## config.mk

```make
export PLATFORM = sky130hd
export DESIGN_NAME = dcs_controller_flat
export DESIGN_NICKNAME = d
export VERILOG_FILES = /design/src/common/dcs_pkg.sv /design/src/common/dcs_link_if.sv /design/src/dcs_controller.sv /design/src/flat_wrapper.sv
export VERILOG_INCLUDE_DIRS = /design/src /design/src/common
export SDC_FILE = /design/constraint.sdc
export NUM_CORES = 2
export LEC_CHECK = 0
export ABC_AREA = 0
export BUFFER_PORTS_ARGS = -buffer_cell sky130_fd_sc_hd__buf_4
export CAP_MARGIN = 10
export CORE_ASPECT_RATIO = 1.25
export CORE_MARGIN = 2
export CORE_UTILIZATION = 37
export DETAILED_ROUTE_END_ITERATION = 10
export GPL_TIMING_DRIVEN = 1
export PLACE_DENSITY = 0.48
export SETUP_SLACK_MARGIN = 0.3
export SKIP_LAST_GASP = 1
export SYNTH_ARGS = -nofsm -noshare
export SYNTH_HDL_FRONTEND = slang
export SYNTH_SLANG_ARGS = --single-unit
```

## constraint.sdc

```tcl
create_clock -name i_clk -period 44.3 [get_ports i_clk]
set_clock_uncertainty 0.05 [all_clocks]
set_input_delay 2.215 -clock i_clk [delete_from_list [all_inputs] [get_ports i_clk]]
set_output_delay 2.215 -clock i_clk [all_outputs]
set_load 0.03 [all_outputs]
```

## src/common/dcs_defines.svh

```systemverilog
// Timing and layout constants for the DRAM command spacing link.
// Assumes one memory clock cycle spans eight i_clk cycles (one per eighth).
`ifndef DCS_DEFINES_SVH
`define DCS_DEFINES_SVH

// Minimum intervals in memory clock cycles, packed bins {A,B,C,D}
`define DCS_T_RW    {6'd8, 6'd9, 6'd9, 6'd10}
`define DCS_T_WR    {6'd9, 6'd10, 6'd10, 6'd10}
`define DCS_T_RDP   {6'd3, 6'd4, 6'd4, 6'd6}
`define DCS_T_WRP   {6'd10, 6'd12, 6'd12, 6'd14}
`define DCS_T_DR    {6'd6, 6'd7, 6'd7, 6'd7}
`define DCS_T_DP    {6'd7, 6'd9, 6'd9, 6'd11}
`define DCS_T_LRR   {6'd16, 6'd20, 6'd24, 6'd24}
`define DCS_T_RC    {6'd16, 6'd20, 6'd24, 6'd30}
`define DCS_T_WR_D  6'd2
`define DCS_T_CC    6'd2
`define DCS_T_CWD   6'd3
`define DCS_CNT_SAT 6'd63

// Link layout
`define DCS_REQ_W       12
`define DCS_PKT_W       24
`define DCS_BITS_PIN    16
`define DCS_OFF_W       3
`define DCS_W1_EIGHTH   3'd4
`define DCS_LAST_EIGHTH 3'd7
// Eighths from command start to write data start (write delay times eight)
`define DCS_DATA_START  6'd24
// Eighths from command start until the latest pin has delivered bit 15
`define DCS_DELIVER     6'd47

`endif

```

## src/common/dcs_pkg.sv

```systemverilog
// Types shared by both ends of the command link; timing lookup used by the controller end.
// Assumes dcs_defines.svh is on the include path.
`include "dcs_defines.svh"

package dcs_pkg;

	typedef enum logic [1:0] {
		bin_a,
		bin_b,
		bin_c,
		bin_d
	} dcs_bin_type;

	typedef enum logic [3:0] {
		cmd_nop,
		row_activate_cmd,
		column_read_cmd,
		column_write_cmd,
		masked_column_write_cmd,
		row_precharge_cmd,
		refresh_reg_load_0,
		refresh_reg_load_1,
		refresh_reg_load_2,
		refresh_activate_cmd,
		refresh_increment_activate_cmd,
		refresh_precharge_cmd
	} dcs_cmd_type;

	function automatic logic [5:0] dcs_pick(input logic [23:0] tbl, input dcs_bin_type b);
		return tbl[(3 - int'(b)) * 6 +: 6];
	endfunction

	function automatic logic dcs_is_load(input dcs_cmd_type c);
		return c == refresh_reg_load_0 || c == refresh_reg_load_1 || c == refresh_reg_load_2;
	endfunction

	function automatic logic dcs_is_refx(input dcs_cmd_type c);
		return c == refresh_activate_cmd || c == refresh_increment_activate_cmd || c == refresh_precharge_cmd;
	endfunction

	function automatic logic dcs_is_write(input dcs_cmd_type c);
		return c == column_write_cmd || c == masked_column_write_cmd;
	endfunction

endpackage

```

## src/common/dcs_link_if.sv

```systemverilog
// Pin bundle between the memory controller and the DRAM device.
// Assumes both ends run on the same i_clk; write direction only.
`timescale 1ns/100ps
`include "dcs_defines.svh"

interface dcs_link_if #(parameter int DW = 16);
	logic                     clock_true_phase;
	logic                     clock_comp_phase;
	logic [`DCS_REQ_W-1:0]    request_pins;
	logic [DW-1:0]            data_true_pins;
	logic [DW-1:0]            data_comp_pins;

	modport ctrl (
		output clock_true_phase,
		output clock_comp_phase,
		output request_pins,
		output data_true_pins,
		output data_comp_pins
	);

	modport dev (
		input  clock_true_phase,
		input  clock_comp_phase,
		input  request_pins,
		input  data_true_pins,
		input  data_comp_pins
	);
endinterface

```

## src/dcs_controller.sv

```systemverilog
// Memory controller end: spaces commands per speed bin, drives request
// packets and write data onto the link.
// Assumes the device end shares i_clk; one memory cycle is eight i_clk cycles.
//
// Operation
// - Read to write spacing per bin
// - Write to read spacing; two across sets
// - Cross-set write-read never 3, 5, 7
// - Read to precharge same bank spacing
// - Write to precharge same bank spacing
// - Write data start to read spacing
// - Write data to precharge spacing
// - Load and refresh group spacing
// - Three loads, three refreshes form groups
// - Row cycle minimum on every activate
// - Falling true clock phase is reference
// - Request pins carry inverted logic
// - Device samples requests twice per cycle
// - Write data pins are true logic
// - Sixteen bits per pin, eighth spacing
// - Static per-pin offset within range
// - Same-kind column commands two cycles apart
// - Write data three cycles after command
`timescale 1ns/100ps
`include "dcs_defines.svh"

module dcs_controller
	import dcs_pkg::*;
#(
	parameter int DW = 16
) (
	// Clock and reset
	input  wire logic                   i_clk,
	input  wire logic                   i_rst,
	// Static configuration
	input  wire dcs_bin_type            i_bin,
	input  wire logic [DW*3-1:0]        i_tx_offset,
	// Request port
	input  wire logic                   i_req_valid,
	input  wire dcs_cmd_type            i_req_cmd,
	input  wire logic [2:0]             i_req_bank,
	input  wire logic [DW*16-1:0]       i_req_data,
	output logic                        o_req_ready,
	// Link
	dcs_link_if.ctrl                    link
);

	localparam int NB = 8;

	logic [5:0]            ecnt;
	logic                  tick;
	logic [2:0]            next_slot;
	logic [`DCS_PKT_W-1:0] pkt;
	logic [`DCS_PKT_W-1:0] next_pkt;
	logic                  legal;
	logic                  accept;
	logic [NB-1:0]         slot_v;
	logic [DW*16-1:0]      slot_d [NB];

	logic [5:0] since_rd;
	logic [5:0] since_load;
	logic [5:0] since_refx;
	logic [5:0] since_wr_set [2];
	logic [5:0] since_rd_bank [NB];
	logic [5:0] since_wr_bank [NB];
	logic [5:0] since_act_bank [NB];

	logic [5:0] t_rw;
	logic [5:0] t_wr;
	logic [5:0] t_rdp;
	logic [5:0] t_wrp;
	logic [5:0] t_dr;
	logic [5:0] t_dp;
	logic [5:0] t_lrr;
	logic [5:0] t_rc;

	// Whole interval set follows the static bin
	assign t_rw  = dcs_pick(`DCS_T_RW, i_bin);
	assign t_wr  = dcs_pick(`DCS_T_WR, i_bin);
	assign t_rdp = dcs_pick(`DCS_T_RDP, i_bin);
	assign t_wrp = dcs_pick(`DCS_T_WRP, i_bin);
	assign t_dr  = dcs_pick(`DCS_T_DR, i_bin);
	assign t_dp  = dcs_pick(`DCS_T_DP, i_bin);
	assign t_lrr = dcs_pick(`DCS_T_LRR, i_bin);
	assign t_rc  = dcs_pick(`DCS_T_RC, i_bin);

	function automatic logic [5:0] age(input logic [5:0] cnt, input logic hit);
		if (hit) begin
			return 6'd1;
		end
		return (cnt == `DCS_CNT_SAT) ? cnt : 6'(cnt + 6'd1);
	endfunction

	// Cross-set write to read: short spacings of two or more allowed except 3, 5 and 7
	function automatic logic cross_ok(input logic [5:0] x, input logic [5:0] same_min);
		if (x >= same_min) begin
			return 1'b1;
		end
		return x >= `DCS_T_WR_D && x != 6'd3 && x != 6'd5 && x != 6'd7;
	endfunction

	assign tick      = ecnt[2:0] == `DCS_LAST_EIGHTH;
	assign next_slot = 3'(ecnt[5:3] + 3'd1);

	always_comb begin
		logic       s;
		logic [2:0] b;
		s     = i_req_bank[0];
		b     = i_req_bank;
		legal = 1'b1;
		if (i_req_cmd == column_read_cmd) begin
			legal = since_rd >= `DCS_T_CC
				&& since_wr_set[s] >= t_wr
				&& cross_ok(since_wr_set[~s], t_wr)
				&& since_wr_bank[b] >= 6'(t_dr + `DCS_T_CWD);
		end else if (dcs_is_write(i_req_cmd)) begin
			legal = since_wr_set[0] >= `DCS_T_CC && since_wr_set[1] >= `DCS_T_CC
				&& since_rd >= t_rw;
		end else if (i_req_cmd == row_precharge_cmd) begin
			legal = since_rd_bank[b] >= t_rdp
				&& since_wr_bank[b] >= t_wrp
				&& since_wr_bank[b] >= 6'(t_dp + `DCS_T_CWD);
		end else if (dcs_is_load(i_req_cmd)) begin
			legal = since_load >= t_lrr && since_refx >= t_lrr;
		end else if (dcs_is_refx(i_req_cmd)) begin
			legal = since_load >= t_lrr;
			if (i_req_cmd != refresh_precharge_cmd) begin
				legal = legal && since_act_bank[b] >= t_rc;
			end
		end else if (i_req_cmd == row_activate_cmd) begin
			legal = since_act_bank[b] >= t_rc;
		end
	end

	// Commands wait at the cycle boundary until every interval has run out
	assign o_req_ready = tick && legal;
	assign accept      = o_req_ready && i_req_valid;
	assign next_pkt    = accept ? {17'h0, i_req_bank, i_req_cmd} : `DCS_PKT_W'(0);

	always_ff @(posedge i_clk) begin
		if (i_rst) begin
			ecnt <= 6'h00;
		end else begin
			ecnt <= 6'(ecnt + 6'd1);
		end
	end

	// Timestamps counted in memory cycles since each kind of command except row precharge
	always_ff @(posedge i_clk) begin
		if (i_rst) begin
			since_rd   <= `DCS_CNT_SAT;
			since_load <= `DCS_CNT_SAT;
			since_refx <= `DCS_CNT_SAT;
			for (int i = 0; i < 2; i++) begin
				since_wr_set[i] <= `DCS_CNT_SAT;
			end
			for (int i = 0; i < NB; i++) begin
				since_rd_bank[i]  <= `DCS_CNT_SAT;
				since_wr_bank[i]  <= `DCS_CNT_SAT;
				since_act_bank[i] <= `DCS_CNT_SAT;
			end
		end else if (tick) begin
			since_rd   <= age(since_rd, accept && i_req_cmd == column_read_cmd);
			since_load <= age(since_load, accept && dcs_is_load(i_req_cmd));
			since_refx <= age(since_refx, accept && dcs_is_refx(i_req_cmd));
			for (int i = 0; i < 2; i++) begin
				since_wr_set[i] <= age(since_wr_set[i],
					accept && dcs_is_write(i_req_cmd) && i_req_bank[0] == 1'(i));
			end
			for (int i = 0; i < NB; i++) begin
				since_rd_bank[i] <= age(since_rd_bank[i],
					accept && i_req_cmd == column_read_cmd && i_req_bank == 3'(i));
				since_wr_bank[i] <= age(since_wr_bank[i],
					accept && dcs_is_write(i_req_cmd) && i_req_bank == 3'(i));
				since_act_bank[i] <= age(since_act_bank[i], accept && i_req_bank == 3'(i)
					&& (i_req_cmd == row_activate_cmd || i_req_cmd == refresh_activate_cmd
					|| i_req_cmd == refresh_increment_activate_cmd));
			end
		end
	end

	// Clock pair: true phase falls entering eighth 0, rises entering eighth 4
	always_ff @(posedge i_clk) begin
		if (i_rst) begin
			link.clock_true_phase <= 1'b0;
			link.clock_comp_phase <= 1'b1;
		end else begin
			link.clock_true_phase <= ecnt[2:0] >= 3'd3 && ecnt[2:0] <= 3'd6;
			link.clock_comp_phase <= !(ecnt[2:0] >= 3'd3 && ecnt[2:0] <= 3'd6);
		end
	end

	// Request packet: low half in window 0, high half in window 1, inverted
	always_ff @(posedge i_clk) begin
		if (i_rst) begin
			pkt               <= `DCS_PKT_W'(0);
			link.request_pins <= '1;
		end else if (tick) begin
			pkt               <= next_pkt;
			link.request_pins <= ~next_pkt[`DCS_REQ_W-1:0];
		end else if (ecnt[2:0] == 3'(`DCS_W1_EIGHTH - 3'd1)) begin
			link.request_pins <= ~pkt[`DCS_PKT_W-1:`DCS_REQ_W];
		end
	end

	// Write data held per issue cycle until every pin has sent it
	always_ff @(posedge i_clk) begin
		if (i_rst) begin
			slot_v <= '0;
		end else if (tick) begin
			slot_v[next_slot] <= accept && dcs_is_write(i_req_cmd);
		end
	end

	always_ff @(posedge i_clk) begin
		if (tick && accept && dcs_is_write(i_req_cmd)) begin
			slot_d[next_slot] <= i_req_data;
		end
	end

	// Each pin sends bit j at its offset plus j eighths, three cycles on
	always_ff @(posedge i_clk) begin
		logic [5:0] a;
		logic [2:0] cur;
		logic [2:0] prv;
		a   = 6'h00;
		cur = 3'h0;
		prv = 3'h0;
		if (i_rst) begin
			link.data_true_pins <= '1;
			link.data_comp_pins <= '1;
		end else begin
			for (int i = 0; i < DW; i++) begin
				a   = 6'(ecnt + 6'd1 - {3'b000, i_tx_offset[i*3 +: 3]} - `DCS_DATA_START);
				cur = a[5:3];
				prv = 3'(a[5:3] - 3'd1);
				if (slot_v[cur]) begin
					link.data_true_pins[i] <= slot_d[cur][i*16 + int'(a[2:0])];
					link.data_comp_pins[i] <= !slot_d[cur][i*16 + int'(a[2:0])];
				end else if (slot_v[prv]) begin
					link.data_true_pins[i] <= slot_d[prv][i*16 + 8 + int'(a[2:0])];
					link.data_comp_pins[i] <= !slot_d[prv][i*16 + 8 + int'(a[2:0])];
				end else begin
					link.data_true_pins[i] <= 1'b1;
					link.data_comp_pins[i] <= 1'b1;
				end
			end
		end
	end

endmodule // dcs_controller

```

## src/flat_wrapper.sv

```systemverilog
// flat-port wrapper written by rule: the top's interface ports become plain ports
module dcs_controller_flat import dcs_pkg::*;
#(
	parameter int DW = 16
)
  (i_clk, i_rst, i_bin, i_tx_offset, i_req_valid, i_req_cmd, i_req_bank, i_req_data, o_req_ready, link_clock_true_phase, link_clock_comp_phase, link_request_pins, link_data_true_pins, link_data_comp_pins);
  dcs_link_if #(.DW(DW)) link_i ();
  input  wire logic i_clk;
  input  wire logic i_rst;
  input  wire dcs_bin_type i_bin;
  input  wire logic [DW*3-1:0] i_tx_offset;
  input  wire logic i_req_valid;
  input  wire dcs_cmd_type i_req_cmd;
  input  wire logic [2:0] i_req_bank;
  input  wire logic [DW*16-1:0] i_req_data;
  output logic o_req_ready;
  output wire logic [$bits(link_i.clock_true_phase)-1:0] link_clock_true_phase;
  output wire logic [$bits(link_i.clock_comp_phase)-1:0] link_clock_comp_phase;
  output wire logic [$bits(link_i.request_pins)-1:0] link_request_pins;
  output wire logic [$bits(link_i.data_true_pins)-1:0] link_data_true_pins;
  output wire logic [$bits(link_i.data_comp_pins)-1:0] link_data_comp_pins;
  assign link_clock_true_phase = link_i.clock_true_phase;
  assign link_clock_comp_phase = link_i.clock_comp_phase;
  assign link_request_pins = link_i.request_pins;
  assign link_data_true_pins = link_i.data_true_pins;
  assign link_data_comp_pins = link_i.data_comp_pins;
  dcs_controller #(.DW(DW)) u_core (.i_clk(i_clk), .i_rst(i_rst), .i_bin(i_bin), .i_tx_offset(i_tx_offset), .i_req_valid(i_req_valid), .i_req_cmd(i_req_cmd), .i_req_bank(i_req_bank), .i_req_data(i_req_data), .o_req_ready(o_req_ready), .link(link_i));
endmodule
```

==> flow_summary_export.csv <==
group,metric,value,unit
run_status,outcome,"complete, no violations",
yosys,syn_avg_cell_area,14.52,um^2
job,cap_violations,0,
sta,final-hold-violation-count,0,
min_path,hold_end,"u_core.link.request_pins[6]",
sta,max_freq,0.1164,GHz
sta,rsz0062_at_grt,"no",
worst_setup_path,critPathCaptureType,"register",
die,fp-row-count,221,
route,drc_errors,0,
cts,cts_root_buf,"clkbuf_16",
yosys,synth_top_area_share,61.37,%
worst_setup_path,worstPathRequired,44750,ps
cts,cts_tree,"done",
cts,post_cts_buffers,0,
die,die_x,486.9,um
route,via_per_inst,5.940,
sta,final_max_slew_viol_count,0,
yosys,seq_area_frac_synth,62.73,%
finish,filler_cell_count,26161,
min_path,holdCritPathClass,"reg2reg",
cts,cts_buffers,244,
worst_setup_path,r2r_setup_slack,36280,ps
worst_setup_path,crit_fanout,57,
yosys,synth_top_area_cell,"edfxtp_1",
grt,grt_max_degree,113,
power,p_leak,40.42,nW
yosys,synthFlopType,"edfxtp_1",
sta,post-route-min-period,8591,ps
sta,holdWs,433.4,ps
route,totalWireLength,328600,um
yosys,post-synth-top-count-cell,"edfxtp_1",
power,vdd_drop_max,35.16,uV
cts,clock_sinks,2277,
placement,place_congestion,0.8434,
sta,relSlewSlack,17.18,%
min_path,min_from,"u_core.link.request_pins[6]",
placement,dp_hpwl,198500,um
cts,cts.reportedPaths.clkPinSlew,60,ps
worst_setup_path,rr_startpoint,"u_core.ecnt[0]",
worst_setup_path,startpoint_type,"input pin",
route,dr.pass1.iters,6,
yosys,synthArstFlopShare,0,%
route,drtIter0Drc,5969,
die,dieHeight,607.6,um
placement,place_ws,34730,ps
die,initial_utilization,37.18,%
yosys,synth_common_cells,"2,204 x edfxtp_1, 520 x nand2_1, 469 x mux4_2",
placement,dpl.cell_count,11256,
worst_setup_path,startpoint,"i_req_bank[0]",
cts,hold_buffers,0,
worst_setup_path,critical_path_class,"in2reg",
grt,track_usage,21.76,%
grt,antenna_found_initial,74,
finish,multi_input_area,37770,um^2
grt,grt_pass1_vias,70330,
yosys,synth_area,107800,um^2
finish,area_delta_synth_final,14.00,%
grt,grt_remaining_overflow,0,
finish,regArea,67660,um^2
yosys,syn_inst,7429,
cts,clkLatencyLatePin,920,ps
finish,drive_gt1_share,19.88,%
cts,h-tree-depth,4,
sta,setup_viol,0,
worst_setup_path,crit_arrival,9050,ps
finish,fin_cells,11728,
die,die_area,295800,um^2
sta,setup_ws,35710,ps
route,routed-via-count,69668,
cts,clockBufferDepth,4,
finish,fin_util,42.38,%
yosys,yosys_warnings,0,
worst_setup_path,crit-reg2reg-capture,"u_core.link.data_true_pins[6]",
cts,cts-resized-gates,0,
yosys,yosysUniqueCellTypes,88,
sta,period_share,19.39,%
placement,port_buffers,357,
die,io_pins,363,
power,powerDensity,45.85,nW/um^2
grt,grt_pass1_wl,483100,um
finish,nets,8248,
worst_setup_path,ff2ff_path_depth,18,
yosys,ys_ff_latch,2277,
sta,setup_tns,0,ps
yosys,synth-edff-count,2204,
yosys,synthTopCellsByArea,"edfxtp_1 61%, mux4_2 9.8%, ha_1 2.4%",
route,wl_per_cell,28.02,um
die,core,290100,um^2
min_path,whs_path_depth,2,
route,ant_nets,0,
sta,tightest_slew,1238,ps
==> state kept, by name, indices dropped and copies added (netlist names) <==
| name | count |
|---|---|
| u_core.since_load | 6 |
| u_core.since_refx | 6 |
| u_core.slot_v | 8 |
| u_core.ecnt | 6 |
| u_core.since_act_bank | 48 |
| u_core.since_wr_set | 12 |
| u_core.since_wr_bank | 48 |
| u_core.link.clock_true_phase | 1 |
| u_core.slot_d | 2048 |
| u_core.since_rd | 6 |
| u_core.since_rd_bank | 48 |
| u_core.link.data_comp_pins | 16 |
| u_core.link.data_true_pins | 16 |
| u_core.link.clock_comp_phase | 1 |
| u_core.link.request_pins | 7 |
==> metal layers <==
metal / part of all wire [%] / track usage, % / routed length [um]
met5: 0.088 / 0 / 289
met3: 6.0 / 3.713 / 19710
met4: 3.3 / 7.468 / 10820
met2: 49 / 36.32 / 161300
met1: 42 / 28.59 / 136500
==> logic make-up after synthesis <==
group,share of synthesized area (%)
simple gates,7.893
xor+xnor,1.666
buf+inv,2.490
compound gates,9.875
other cells,0.006964
fa+ha+maj,2.664
flops,62.73
mux,12.68
==> worst max-delay path by stage <==
stage | endpoint | slack (ps)
3_3_place_gp | u_core.slot_d[0][129] | 34820
3_5_place_dp | u_core.slot_d[0][105] | 34730
5_1_grt | u_core.slot_d[0][129] | 35310
2_1_floorplan | u_core.slot_d[0][0] | 12680
4_1_cts | u_core.slot_d[0][129] | 35710
6_report | u_core.slot_d[0][129] | 35710
==> power breakdown <==
group          internal (W)  switching (W)  leakage, nW  total, W
logic              0.000462       0.000708         16.4   0.00117
registers           0.00236     0.00000754         20.1   0.00237
clock network       0.00122       0.000872         3.94   0.00209
==> placed cells by master, fill, tap and decap left out, types with 128 or more instances in the layout <==
cell	instances
edfxtp_1	2204
mux2i_1	206
nand2_1	519
nor3_1	274
nor4_1	128
a31oi_1	143
buf_4	512
a21oi_1	296
nor2_1	356
o21ai_0	226
nand3_1	216
clkbuf_16	245
mux4_2	469
ha_1	202
==> worst max-delay path, cell delays in order <==
cell and delay (ps):
buf_4 640, mux4_2 590, mux2_2 300, ha_1 300, a21o_1 110, a21o_1 120, a31o_2 150, a21oi_1 60
o41a_1 440, o41ai_2 350, nand2_1 460, nor4_2 530, buf_4 870, buf_4 830, buf_4 880
==> final cells by class <==
class | instances | share of cell area [%]
flip-flops and latches | 2277 | 55.04
repair buffers | 521 | 3.254
multi-input cells | 4513 | 30.73
well taps | 3791 | 3.858
inverters | 155 | 0.4773
clock inverters | 153 | 1.352
diodes | 26 | 0.05293
clock buffers | 292 | 5.237
==> metrics by stage <==
step                power [W]  cell area (um^2)
floorplan            0.003245            107900
global placement     0.003580            114800
detailed placement   0.003588            114800
CTS                  0.005697            122900
global route         0.005866            122900
finish               0.005637            122900
(Power assumes the default switching activity.)
